==> src/core/bridge_adc_defines.svh <==
// Constants for the bridge converter serial port: offsets, field positions,
// reset values and timing counts. Included by bare name; no logic here.
`ifndef BRIDGE_ADC_DEFINES_SVH
`define BRIDGE_ADC_DEFINES_SVH

// Conversion period in master clock cycles, output resolution, frame sizes
`define CONV_PERIOD      81920
`define RES_BITS         20
`define WORD_BITS        24
`define CMD_BITS         8

// Command byte layout: write flag and register select
`define CMD_WRITE_BIT    7
`define SEL_CONV         3'h0
`define SEL_CONFIG       3'h1
`define SEL_GAIN         3'h2
`define SEL_LAST         3'h6

// Configuration word fields and calibration reset values
`define CFG_SLEEP        0
`define CFG_FILTER_RESET 1
`define CFG_POLARITY     2
`define CFG_CAL_RUN      3
`define GAIN_RESET       24'h400000
`define CAL_RESET        24'h000000

// Pin positions in the synchronised pin bundle
`define PIN_SCLK         0
`define PIN_SEL_N        1
`define PIN_SIN          2
`define PIN_MCLK         3
`define PIN_MODE         4
`define PIN_COUNT        5

// Local register port byte offsets
`define ADDR_IRQ_STATUS  4'h0
`define ADDR_IRQ_MASK    4'h4
`define ADDR_SAMPLE      4'h8
`define ADDR_STATE       4'hc

// Interrupt event bits
`define EVT_LOADED       0
`define EVT_READ         1
`define EVT_CMD          2
`define EVT_CONFIG       3
`define EVT_COUNT        4

`endif

==> src/core/bridge_adc_pkg.sv <==
// Types shared by the bridge converter serial port files.
// Assumes nothing of its surroundings.
package bridge_adc_pkg;

    // Serial port sequencer, one-hot
    typedef enum logic [3:0] {
        ST_CMD  = 4'b0001,
        ST_WR   = 4'b0010,
        ST_RD   = 4'b0100,
        ST_WAIT = 4'b1000
    } port_state_type;

endpackage

==> src/core/link_pins_if.sv <==
// Carrier for synchronised pin levels and their edges.
// Assumes one clock domain; the synchroniser drives, the core reads.
`timescale 1ns/100ps
interface link_pins_if #(
    parameter int unsigned WIDTH = 5
);
    logic [WIDTH-1:0] level;
    logic [WIDTH-1:0] rise;
    logic [WIDTH-1:0] fall;

    modport sync (output level, output rise, output fall);
    modport core (input level, input rise, input fall);
endinterface

==> src/core/bridge_adc_serial_port.sv <==
// Serial port and conversion timing of a bridge transducer converter.
// Assumes pins are asynchronous to clk and sampled at 250 MHz, the serial
// clock idles low between frames, and software feeds raw samples.
//
// Functional notes
// - Reset restores calibration registers, command mode
// - Four-wire mode: deselected output is tri-stated
// - Host serial clock paces all shifting
// - Serial input ignored outside clocked words
// - Mode pin low: 4/5-wire, high: 3-wire
// - Conversion mode: data ready low every period; here only while a conversion read waits
// - Data ready high: read, update, calibration, sleep
// - Output carries conversion or calibration per command
// - Four-wire mode: output tri-stated unless transmitting
// - Bipolar mid-scale code is the top bit alone
// - Polarity bit low unipolar, high bipolar
// - Filter reset restarts after 24th clock fall
// - Sleep bit stops conversions, resets to awake
//
// Design decisions made here: the address map and the strobed register port.
`timescale 1ns/100ps
`include "bridge_adc_defines.svh"
module bridge_adc_serial_port #(
    parameter int unsigned CONV_PERIOD = `CONV_PERIOD,
    parameter int unsigned RES         = `RES_BITS
) (
    input  wire logic        clk,
    input  wire logic        rstn,
    input  wire logic        sclk,
    input  wire logic        chip_select_n,
    input  wire logic        serial_in,
    input  wire logic        master_clock_in,
    input  wire logic        port_wire_mode,
    output logic             serial_out,
    output logic             serial_out_oe_n,
    output logic             data_ready_n,
    input  wire logic [3:0]  reg_addr,
    input  wire logic [31:0] reg_wdata,
    input  wire logic        reg_we,
    input  wire logic        reg_re,
    output logic      [31:0] reg_rdata,
    output logic             irq
);

    localparam int unsigned CW = $clog2(CONV_PERIOD);
    localparam int unsigned WB = `WORD_BITS;

    ////////////////////////////////////////////////////////////////////////
    // Pin synchronisation

    link_pins_if #(.WIDTH(`PIN_COUNT)) pins ();

    pin_sync #(
        .WIDTH (`PIN_COUNT)
    ) u_sync (
        .clk  (clk),
        .rstn (rstn),
        .raw  ({port_wire_mode, master_clock_in, serial_in,
                chip_select_n, sclk}),
        .pins (pins)
    );

    logic sclk_rise;
    logic sclk_fall;
    logic mclk_rise;
    logic sin_level;
    logic three_wire;
    logic selected;

    assign sclk_rise  = pins.rise[`PIN_SCLK];
    assign sclk_fall  = pins.fall[`PIN_SCLK];
    assign mclk_rise  = pins.rise[`PIN_MCLK];
    assign sin_level  = pins.level[`PIN_SIN];
    assign three_wire = pins.level[`PIN_MODE];
    // Three-wire mode has no select pin: the port is always addressed
    assign selected   = three_wire | ~pins.level[`PIN_SEL_N];

    ////////////////////////////////////////////////////////////////////////
    // State declarations

    bridge_adc_pkg::port_state_type state_reg;

    logic [4:0]      bit_cnt_reg;
    logic [WB-1:0]   rx_reg;
    logic [WB-1:0]   tx_reg;
    logic [2:0]      sel_reg;
    logic            rd_conv_reg;
    logic [WB-1:0]   cal_reg [1:6];
    logic [CW-1:0]   conv_cnt_reg;
    logic [WB-1:0]   word_reg;
    logic            fresh_reg;
    logic            data_ready_n_n_reg;
    logic [RES-1:0]  sample_reg;
    logic [`EVT_COUNT-1:0] status_reg;
    logic [`EVT_COUNT-1:0] mask_reg;
    logic [`EVT_COUNT-1:0] events;

    logic [3:0] cfg;
    logic       asleep;
    logic       filter_hold;
    logic       cal_busy;
    logic       running;
    logic       load_evt;
    logic       take;
    logic       cmd_done;
    logic [7:0] cmd_word;
    logic       wr_commit;
    logic       rd_done;

    assign cfg         = cal_reg[`SEL_CONFIG][3:0];
    assign asleep      = cfg[`CFG_SLEEP];
    assign filter_hold = cfg[`CFG_FILTER_RESET];
    assign cal_busy    = cfg[`CFG_CAL_RUN];
    assign running     = ~asleep & ~filter_hold & ~cal_busy;

    ////////////////////////////////////////////////////////////////////////
    // Output coding

    function automatic logic [WB-1:0] code_word(
        input logic [RES-1:0] raw,
        input logic           bipolar
    );
        logic [RES-1:0] c;
        c = '0;
        if (bipolar) begin
            // Offset binary: zero input lands on the top bit alone
            c = {~raw[RES-1], raw[RES-2:0]};
        end else if (!raw[RES-1]) begin
            c = {raw[RES-2:0], 1'b0};
        end
        return {c, {(WB-RES){1'b0}}};
    endfunction

    ////////////////////////////////////////////////////////////////////////
    // Conversion timing on master clock edges

    assign load_evt = running & mclk_rise
                    & (conv_cnt_reg == CW'(CONV_PERIOD - 1));

    // Counter sits at zero while held, so counting restarts on the first
    // master clock rise after the filter reset bit is cleared
    always_ff @(posedge clk or negedge rstn) begin
        if (!rstn) begin
            conv_cnt_reg <= '0;
        end else if (!running) begin
            conv_cnt_reg <= '0;
        end else if (mclk_rise) begin
            if (load_evt) begin
                conv_cnt_reg <= '0;
            end else begin
                conv_cnt_reg <= conv_cnt_reg + CW'(1);
            end
        end
    end

    always_ff @(posedge clk or negedge rstn) begin
        if (!rstn) begin
            word_reg <= '0;
        end else if (load_evt) begin
            word_reg <= code_word(sample_reg, cfg[`CFG_POLARITY]);
        end
    end

    // A word waiting for the reader; a new load wins over its consumption
    always_ff @(posedge clk or negedge rstn) begin
        if (!rstn) begin
            fresh_reg <= 1'b0;
        end else if (load_evt) begin
            fresh_reg <= 1'b1;
        end else if (take || !running) begin
            fresh_reg <= 1'b0;
        end
    end

    ////////////////////////////////////////////////////////////////////////
    // Serial sequencer

    assign cmd_word  = {rx_reg[6:0], sin_level};
    assign cmd_done  = (state_reg == bridge_adc_pkg::ST_CMD) & selected
                     & sclk_rise & (bit_cnt_reg == 5'(`CMD_BITS - 1));
    // Commit on the fall of the last data clock of the word
    assign wr_commit = (state_reg == bridge_adc_pkg::ST_WR) & selected
                     & sclk_fall & (bit_cnt_reg == 5'(WB));
    assign rd_done   = (state_reg == bridge_adc_pkg::ST_RD) & selected
                     & sclk_fall & (bit_cnt_reg == 5'(WB));
    assign take      = fresh_reg & running & ~load_evt
                     & ((state_reg == bridge_adc_pkg::ST_WAIT)
                       | ((state_reg == bridge_adc_pkg::ST_RD)
                         & rd_conv_reg & (bit_cnt_reg == 5'd0)));

    always_ff @(posedge clk or negedge rstn) begin
        if (!rstn) begin
            state_reg   <= bridge_adc_pkg::ST_CMD;
            bit_cnt_reg <= '0;
            rx_reg      <= '0;
            tx_reg      <= '0;
            sel_reg     <= '0;
            rd_conv_reg <= 1'b0;
        end else if (take) begin
            state_reg   <= bridge_adc_pkg::ST_RD;
            bit_cnt_reg <= '0;
            tx_reg      <= word_reg;
        end else if (!selected
                     && state_reg != bridge_adc_pkg::ST_WAIT) begin
            // Deselect abandons a partial word
            state_reg   <= bridge_adc_pkg::ST_CMD;
            bit_cnt_reg <= '0;
        end else begin
            unique case (state_reg)
                bridge_adc_pkg::ST_CMD: begin
                    if (sclk_rise) begin
                        rx_reg      <= {rx_reg[WB-2:0], sin_level};
                        bit_cnt_reg <= bit_cnt_reg + 5'd1;
                    end
                    if (cmd_done) begin
                        bit_cnt_reg <= '0;
                        sel_reg     <= cmd_word[2:0];
                        if (cmd_word[`CMD_WRITE_BIT]) begin
                            if (cmd_word[2:0] != `SEL_CONV
                                && cmd_word[2:0] <= `SEL_LAST) begin
                                state_reg <= bridge_adc_pkg::ST_WR;
                            end
                        end else if (cmd_word[2:0] == `SEL_CONV) begin
                            state_reg   <= bridge_adc_pkg::ST_WAIT;
                            rd_conv_reg <= 1'b1;
                        end else if (cmd_word[2:0] <= `SEL_LAST) begin
                            state_reg   <= bridge_adc_pkg::ST_RD;
                            rd_conv_reg <= 1'b0;
                            tx_reg      <= cal_reg[cmd_word[2:0]];
                        end
                    end
                end
                bridge_adc_pkg::ST_WR: begin
                    if (sclk_rise && bit_cnt_reg != 5'(WB)) begin
                        rx_reg      <= {rx_reg[WB-2:0], sin_level};
                        bit_cnt_reg <= bit_cnt_reg + 5'd1;
                    end
                    if (wr_commit) begin
                        state_reg   <= bridge_adc_pkg::ST_CMD;
                        bit_cnt_reg <= '0;
                    end
                end
                bridge_adc_pkg::ST_RD: begin
                    // Count sampling rises; the fall that closes the
                    // command byte must not push the first bit out unseen
                    if (sclk_rise) begin
                        bit_cnt_reg <= bit_cnt_reg + 5'd1;
                    end
                    if (sclk_fall && bit_cnt_reg != 5'd0) begin
                        tx_reg <= {tx_reg[WB-2:0], 1'b0};
                    end
                    if (rd_done) begin
                        state_reg   <= bridge_adc_pkg::ST_CMD;
                        bit_cnt_reg <= '0;
                        rd_conv_reg <= 1'b0;
                    end
                end
                bridge_adc_pkg::ST_WAIT: begin
                    bit_cnt_reg <= '0;
                end
            endcase
        end
    end

    ////////////////////////////////////////////////////////////////////////
    // Calibration and configuration storage

    always_ff @(posedge clk or negedge rstn) begin
        if (!rstn) begin
            for (int i = 1; i <= 6; i++) begin
                cal_reg[i] <= (i == 2) ? `GAIN_RESET : `CAL_RESET;
            end
        end else if (wr_commit) begin
            cal_reg[sel_reg] <= rx_reg;
        end
    end

    ////////////////////////////////////////////////////////////////////////
    // Data ready

    always_ff @(posedge clk or negedge rstn) begin
        if (!rstn) begin
            data_ready_n_n_reg <= 1'b1;
        end else if (asleep || cal_busy || load_evt) begin
            data_ready_n_n_reg <= 1'b1;
        end else if (take) begin
            data_ready_n_n_reg <= 1'b0;
        end else if (rd_done && rd_conv_reg) begin
            data_ready_n_n_reg <= 1'b1;
        end
    end

    assign data_ready_n = data_ready_n_n_reg;

    ////////////////////////////////////////////////////////////////////////
    // Serial output

    // Enable follows the synchronised select, so it trails the pin by
    // the synchroniser latency; host must allow for it before sampling
    assign serial_out      = tx_reg[WB-1];
    assign serial_out_oe_n = ~(three_wire
                             | (selected
                               & (state_reg == bridge_adc_pkg::ST_RD)));

    ////////////////////////////////////////////////////////////////////////
    // Local register port and interrupt

    always_comb begin
        events = '0;
        events[`EVT_LOADED] = load_evt;
        events[`EVT_READ]   = rd_done;
        events[`EVT_CMD]    = cmd_done;
        events[`EVT_CONFIG] = wr_commit & (sel_reg == `SEL_CONFIG);
    end

    // A new event in the cycle of its clear keeps the bit set
    always_ff @(posedge clk or negedge rstn) begin
        if (!rstn) begin
            status_reg <= '0;
        end else if (reg_we && reg_addr == `ADDR_IRQ_STATUS) begin
            status_reg <= (status_reg & ~reg_wdata[`EVT_COUNT-1:0])
                        | events;
        end else begin
            status_reg <= status_reg | events;
        end
    end

    always_ff @(posedge clk or negedge rstn) begin
        if (!rstn) begin
            mask_reg <= '0;
        end else if (reg_we && reg_addr == `ADDR_IRQ_MASK) begin
            mask_reg <= reg_wdata[`EVT_COUNT-1:0];
        end
    end

    always_ff @(posedge clk or negedge rstn) begin
        if (!rstn) begin
            sample_reg <= '0;
        end else if (reg_we && reg_addr == `ADDR_SAMPLE) begin
            sample_reg <= reg_wdata[RES-1:0];
        end
    end

    always_ff @(posedge clk or negedge rstn) begin
        if (!rstn) begin
            reg_rdata <= '0;
        end else if (reg_re) begin
            unique case (reg_addr)
                `ADDR_IRQ_STATUS: reg_rdata <= 32'(status_reg);
                `ADDR_IRQ_MASK:   reg_rdata <= 32'(mask_reg);
                `ADDR_SAMPLE:     reg_rdata <= 32'(sample_reg);
                `ADDR_STATE:      reg_rdata <= {20'h00000, state_reg,
                                                three_wire, data_ready_n_n_reg,
                                                fresh_reg, rd_conv_reg,
                                                cfg};
                default:          reg_rdata <= '0;
            endcase
        end else begin
            reg_rdata <= '0;
        end
    end

    assign irq = |(status_reg & mask_reg);

endmodule // bridge_adc_serial_port

==> src/core/pin_sync.sv <==
// Three-flop pin synchroniser with edge pulses.
// Assumes raw inputs are asynchronous to clk.
`timescale 1ns/100ps
module pin_sync #(
    parameter int unsigned WIDTH = 5
) (
    input  wire logic             clk,
    input  wire logic             rstn,
    input  wire logic [WIDTH-1:0] raw,
    link_pins_if.sync             pins
);

    logic [WIDTH-1:0] s1_reg;
    logic [WIDTH-1:0] s2_reg;
    logic [WIDTH-1:0] s3_reg;
    logic [WIDTH-1:0] level_reg;
    logic [WIDTH-1:0] agree;

    // A change counts only once stages two and three agree
    assign agree = ~(s2_reg ^ s3_reg);

    always_ff @(posedge clk or negedge rstn) begin
        if (!rstn) begin
            s1_reg <= '0;
            s2_reg <= '0;
            s3_reg <= '0;
        end else begin
            s1_reg <= raw;
            s2_reg <= s1_reg;
            s3_reg <= s2_reg;
        end
    end

    always_ff @(posedge clk or negedge rstn) begin
        if (!rstn) begin
            level_reg <= '0;
        end else begin
            level_reg <= (s2_reg & agree) | (level_reg & ~agree);
        end
    end

    assign pins.level = level_reg;
    assign pins.rise  = s2_reg & agree & ~level_reg;
    assign pins.fall  = ~s2_reg & agree & level_reg;

endmodule // pin_sync

==> config.mk <==
export PLATFORM = sky130hd
export DESIGN_NAME = bridge_adc_serial_port
export DESIGN_NICKNAME = d
export VERILOG_FILES = /design/src/core/bridge_adc_pkg.sv /design/src/core/link_pins_if.sv /design/src/core/bridge_adc_serial_port.sv /design/src/core/pin_sync.sv
export VERILOG_INCLUDE_DIRS = /design/src /design/src/core
export SDC_FILE = /design/constraint.sdc
export NUM_CORES = 1
export LEC_CHECK = 0
export BUFFER_PORTS_ARGS = -buffer_cell sky130_fd_sc_hd__buf_2
export CAP_MARGIN = 0
export CORE_MARGIN = 2
export CORE_UTILIZATION = 55
export DETAILED_ROUTE_END_ITERATION = 7
export GPL_TIMING_DRIVEN = 0
export PLACE_DENSITY = 0.77
export SYNTH_ARGS = -nofsm -noshare
export SYNTH_HDL_FRONTEND = slang
export SYNTH_SLANG_ARGS = --single-unit
==> constraint.sdc <==
create_clock -name clk -period 3.6 [get_ports clk]
set_clock_uncertainty 0.2 [all_clocks]
set_input_delay 0.54 -clock clk [delete_from_list [all_inputs] [get_ports clk]]
set_output_delay 0.54 -clock clk [all_outputs]
set_load 0.05 [all_outputs]
==> impl_metrics.yaml <==
clock_tree:
  cts_buffer_depth: 3
  clkLatencyLatePin_ns: 0.51
  clk_pin_slew_ns: 0.06
  cts_setup_buffers: 0
  cts_buffers: 34
  cts_sinks: 312
  htree_levels: 2
  clockRootBuffer: "clkbuf_16"
  cts_tree: "built"
synth:
  ys_seq_area_share_pct: 53.90
  ys_seq_elements: 312
  synthArstFlopShare_pct: 100.0
  synth_edf_count: 0
  synthCells: 1225
  yosys_warnings: 0
  synth.avg_cell_area_sq_um: 11.83
  synth_area_sq_um: 14490
  ys.flop_type: "dfrtp_1"
  synth_cell_types: 61
die:
  std_cell_rows: 59
  dieArea_sq_um: 27660
  pin_count: 81
  start_util_pct: 55.77
  core_sq_um: 25980
  die_w_um: 166.3
  die_h_um: 166.3
sta:
  setup_viol: 0
  finalHoldViolations: 0
  worst_pin_slew_ns: 1.029
  rsz0062_at_grt: "no"
  holdWs_ns: 0.05421
  period_minus_slack_ns: 3.390
  relSlewSlack_pct: 31.25
  finalMaxSlewViolations: 0
  post-route-period-util_pct: 94.18
  fmax_mhz: 295.0
worst_setup_path:
  critPathCaptureType: "register"
  arrival_ns: 3.57
  reg2reg_to: "tx_reg[8]"
  worst-endpoint-required_ns: 3.78
  setup.worst_path.start_class: "register"
  path_max_fanout: 10
  path_class: "reg2reg"
  reg2reg_from: "state_reg[3]"
  r2r_cells: 6
  r2r_slack_ns: 0.21
placed_design:
  io_buffers: 55
  hpwl_mm: 23.82
  place_congestion: 0.8356
global_route:
  grt_max_degree: 120
  grt-ovfl-total: 0
  track_usage_pct: 25.82
  antenna_found_initial: 0
  grt_pass1_vias: 10555
  grt_pass1_wl_mm: 57.55
hold_path:
  hold_start: "reg_wdata[15]"
  min_to: "sample_reg[15]"
  hold_depth: 2
  hp-class: "in2reg"
final_layout:
  fill_cells: 1973
  most-common-layout-cells: "309 x dfrtp_1, 214 x mux2_2, 102 x nand2_1"
  final_common_cell: "dfrtp_1"
  largest_register_ffs: 142
  num_antenna_cells: 0
  multi_input_area_sq_um: 6200
  drive_gt1_share_pct: 29.07
  fin_nets: 1386
  ff_latch_area_sq_um: 7811
  areaGrowthSynthToFinish_pct: 14.10
route:
  first_pass_iters: 5
  wl_mm: 35.61
  wl_met1_mm: 15.45
  drc: 0
  maxUsedRoutingLayer: "met4"
  ant_nets: 0
  drt_iter0_drc: 1037
  route.met3.wl_mm: 2.089
  via_per_inst: 6.147
  vias: 10413
  route.met2.wl_mm: 17.15
  wl_per_cell_um: 21.02
run_status:
  outcome: "completed"
pwr:
  p_leak_uw: 0.007688
  p_total_uw: 8976
  vdd_ir_drop_max_mv: 0.4376
  powerDensity_nw_per_um2: 542.9
flow_run:
  maxCapViolations: 0
[per-layer routing]
metal  track usage, %  vias to the layer above
li1                 -                     4676
met2            42.83                      362
met4            8.846                        0
met1            34.77                     5296
met3            4.361                       79
met5                0                        -
[synthesized netlist by cell type, types with 17 or more instances]
| library cell | instances | area share [%] |
|---|---|---|
| dfrtp_1 | 309 | 53 |
| mux2_2 | 214 | 17 |
| nand2_1 | 102 | 2.6 |
| clkbuf_1 | 68 | 1.8 |
| a21oi_1 | 59 | 2.0 |
| o21ai_0 | 42 | 1.5 |
| nor2_1 | 35 | 0.91 |
| nand3_1 | 28 | 0.97 |
| mux2i_1 | 26 | 1.8 |
| a221oi_1 | 24 | 1.5 |
| o31ai_1 | 22 | 1.1 |
| or2_2 | 21 | 0.91 |
| a311oi_1 | 19 | 1.1 |
| nor4b_1 | 19 | 1.1 |
| nor3b_1 | 18 | 0.93 |
| buf_4 | 17 | 0.88 |
| nor3_1 | 17 | 0.59 |
[what timing repair did]
action,CTS,global route
resized for setup,0,0
hold buffers,6,0
endpoints found under the hold margin,122,0
[area by class of cell]
cell class / count / share of cell area, %
plain buffers: 104 / 2.951
clock buffers: 45 / 5.766
clock inverters: 15 / 1.385
inverters: 9 / 0.2043
multi-input cells: 811 / 37.50
flip-flops and latches: 312 / 47.24
well taps: 335 / 2.535
repair buffers: 63 / 2.421
[worst max path at each step]
| stage | start | end | slack [ns] |
|---|---|---|---|
| finish | state_reg[3] | tx_reg[8] | 0.21 |
| CTS | state_reg[3] | tx_reg[8] | 0.32 |
| detailed placement | state_reg[2] | cal_reg[16] | 0.40 |
| global route | state_reg[3] | tx_reg[8] | 0.06 |
| floorplan | state_reg[2] | cal_reg[135] | 0.91 |
| global placement | rstn | cal_reg[15] | -3.97 |
[logic make-up (layout without fill, tap and decap cells)]
group / after synthesis / in the layout / synth area share, %
multiplexers: 250 / 250 / 19.20
AO/OA/AOI/OAI: 225 / 225 / 10.44
other: 1 / 12 / 0.02588
AND/OR/NAND/NOR: 304 / 304 / 11.44
flip-flops: 312 / 312 / 53.90
buffers and inverters: 113 / 236 / 3.600
adder cells (fa/ha/maj): 9 / 9 / 0.7253
XOR/XNOR: 11 / 11 / 0.6648
[power by group]
part | total, uW | internal, uW | switching, uW
registers | 3840 | 3650 | 186
logic | 1430 | 473 | 958
clock network | 3710 | 2300 | 1410
[worst max-delay path, stage by stage (launching register included)]
cell,delay [ns]
dfrtp_1,0.40
buf_4,0.19
nor4b_2,0.90
clkbuf_1,0.70
a311oi_1,0.24
a2111oi_0,0.50
o31ai_1,0.13
[metrics by stage]
step           utilization, %   TNS, ns  area, sq um  std cells  setup slack (ns)
2_1_floorplan               -         0        14530       1236            0.9140
3_3_place_gp            58.60  -1221.02        15230       1626            -3.971
3_5_place_dp            58.85         0        15290       1628            0.3959
4_1_cts                 63.63         0        16530       1694            0.3155
5_1_grt                 63.63         0        16530       1694           0.06246
6_report                63.63         0        16530       1694            0.2096
(Power assumes the default switching activity.)
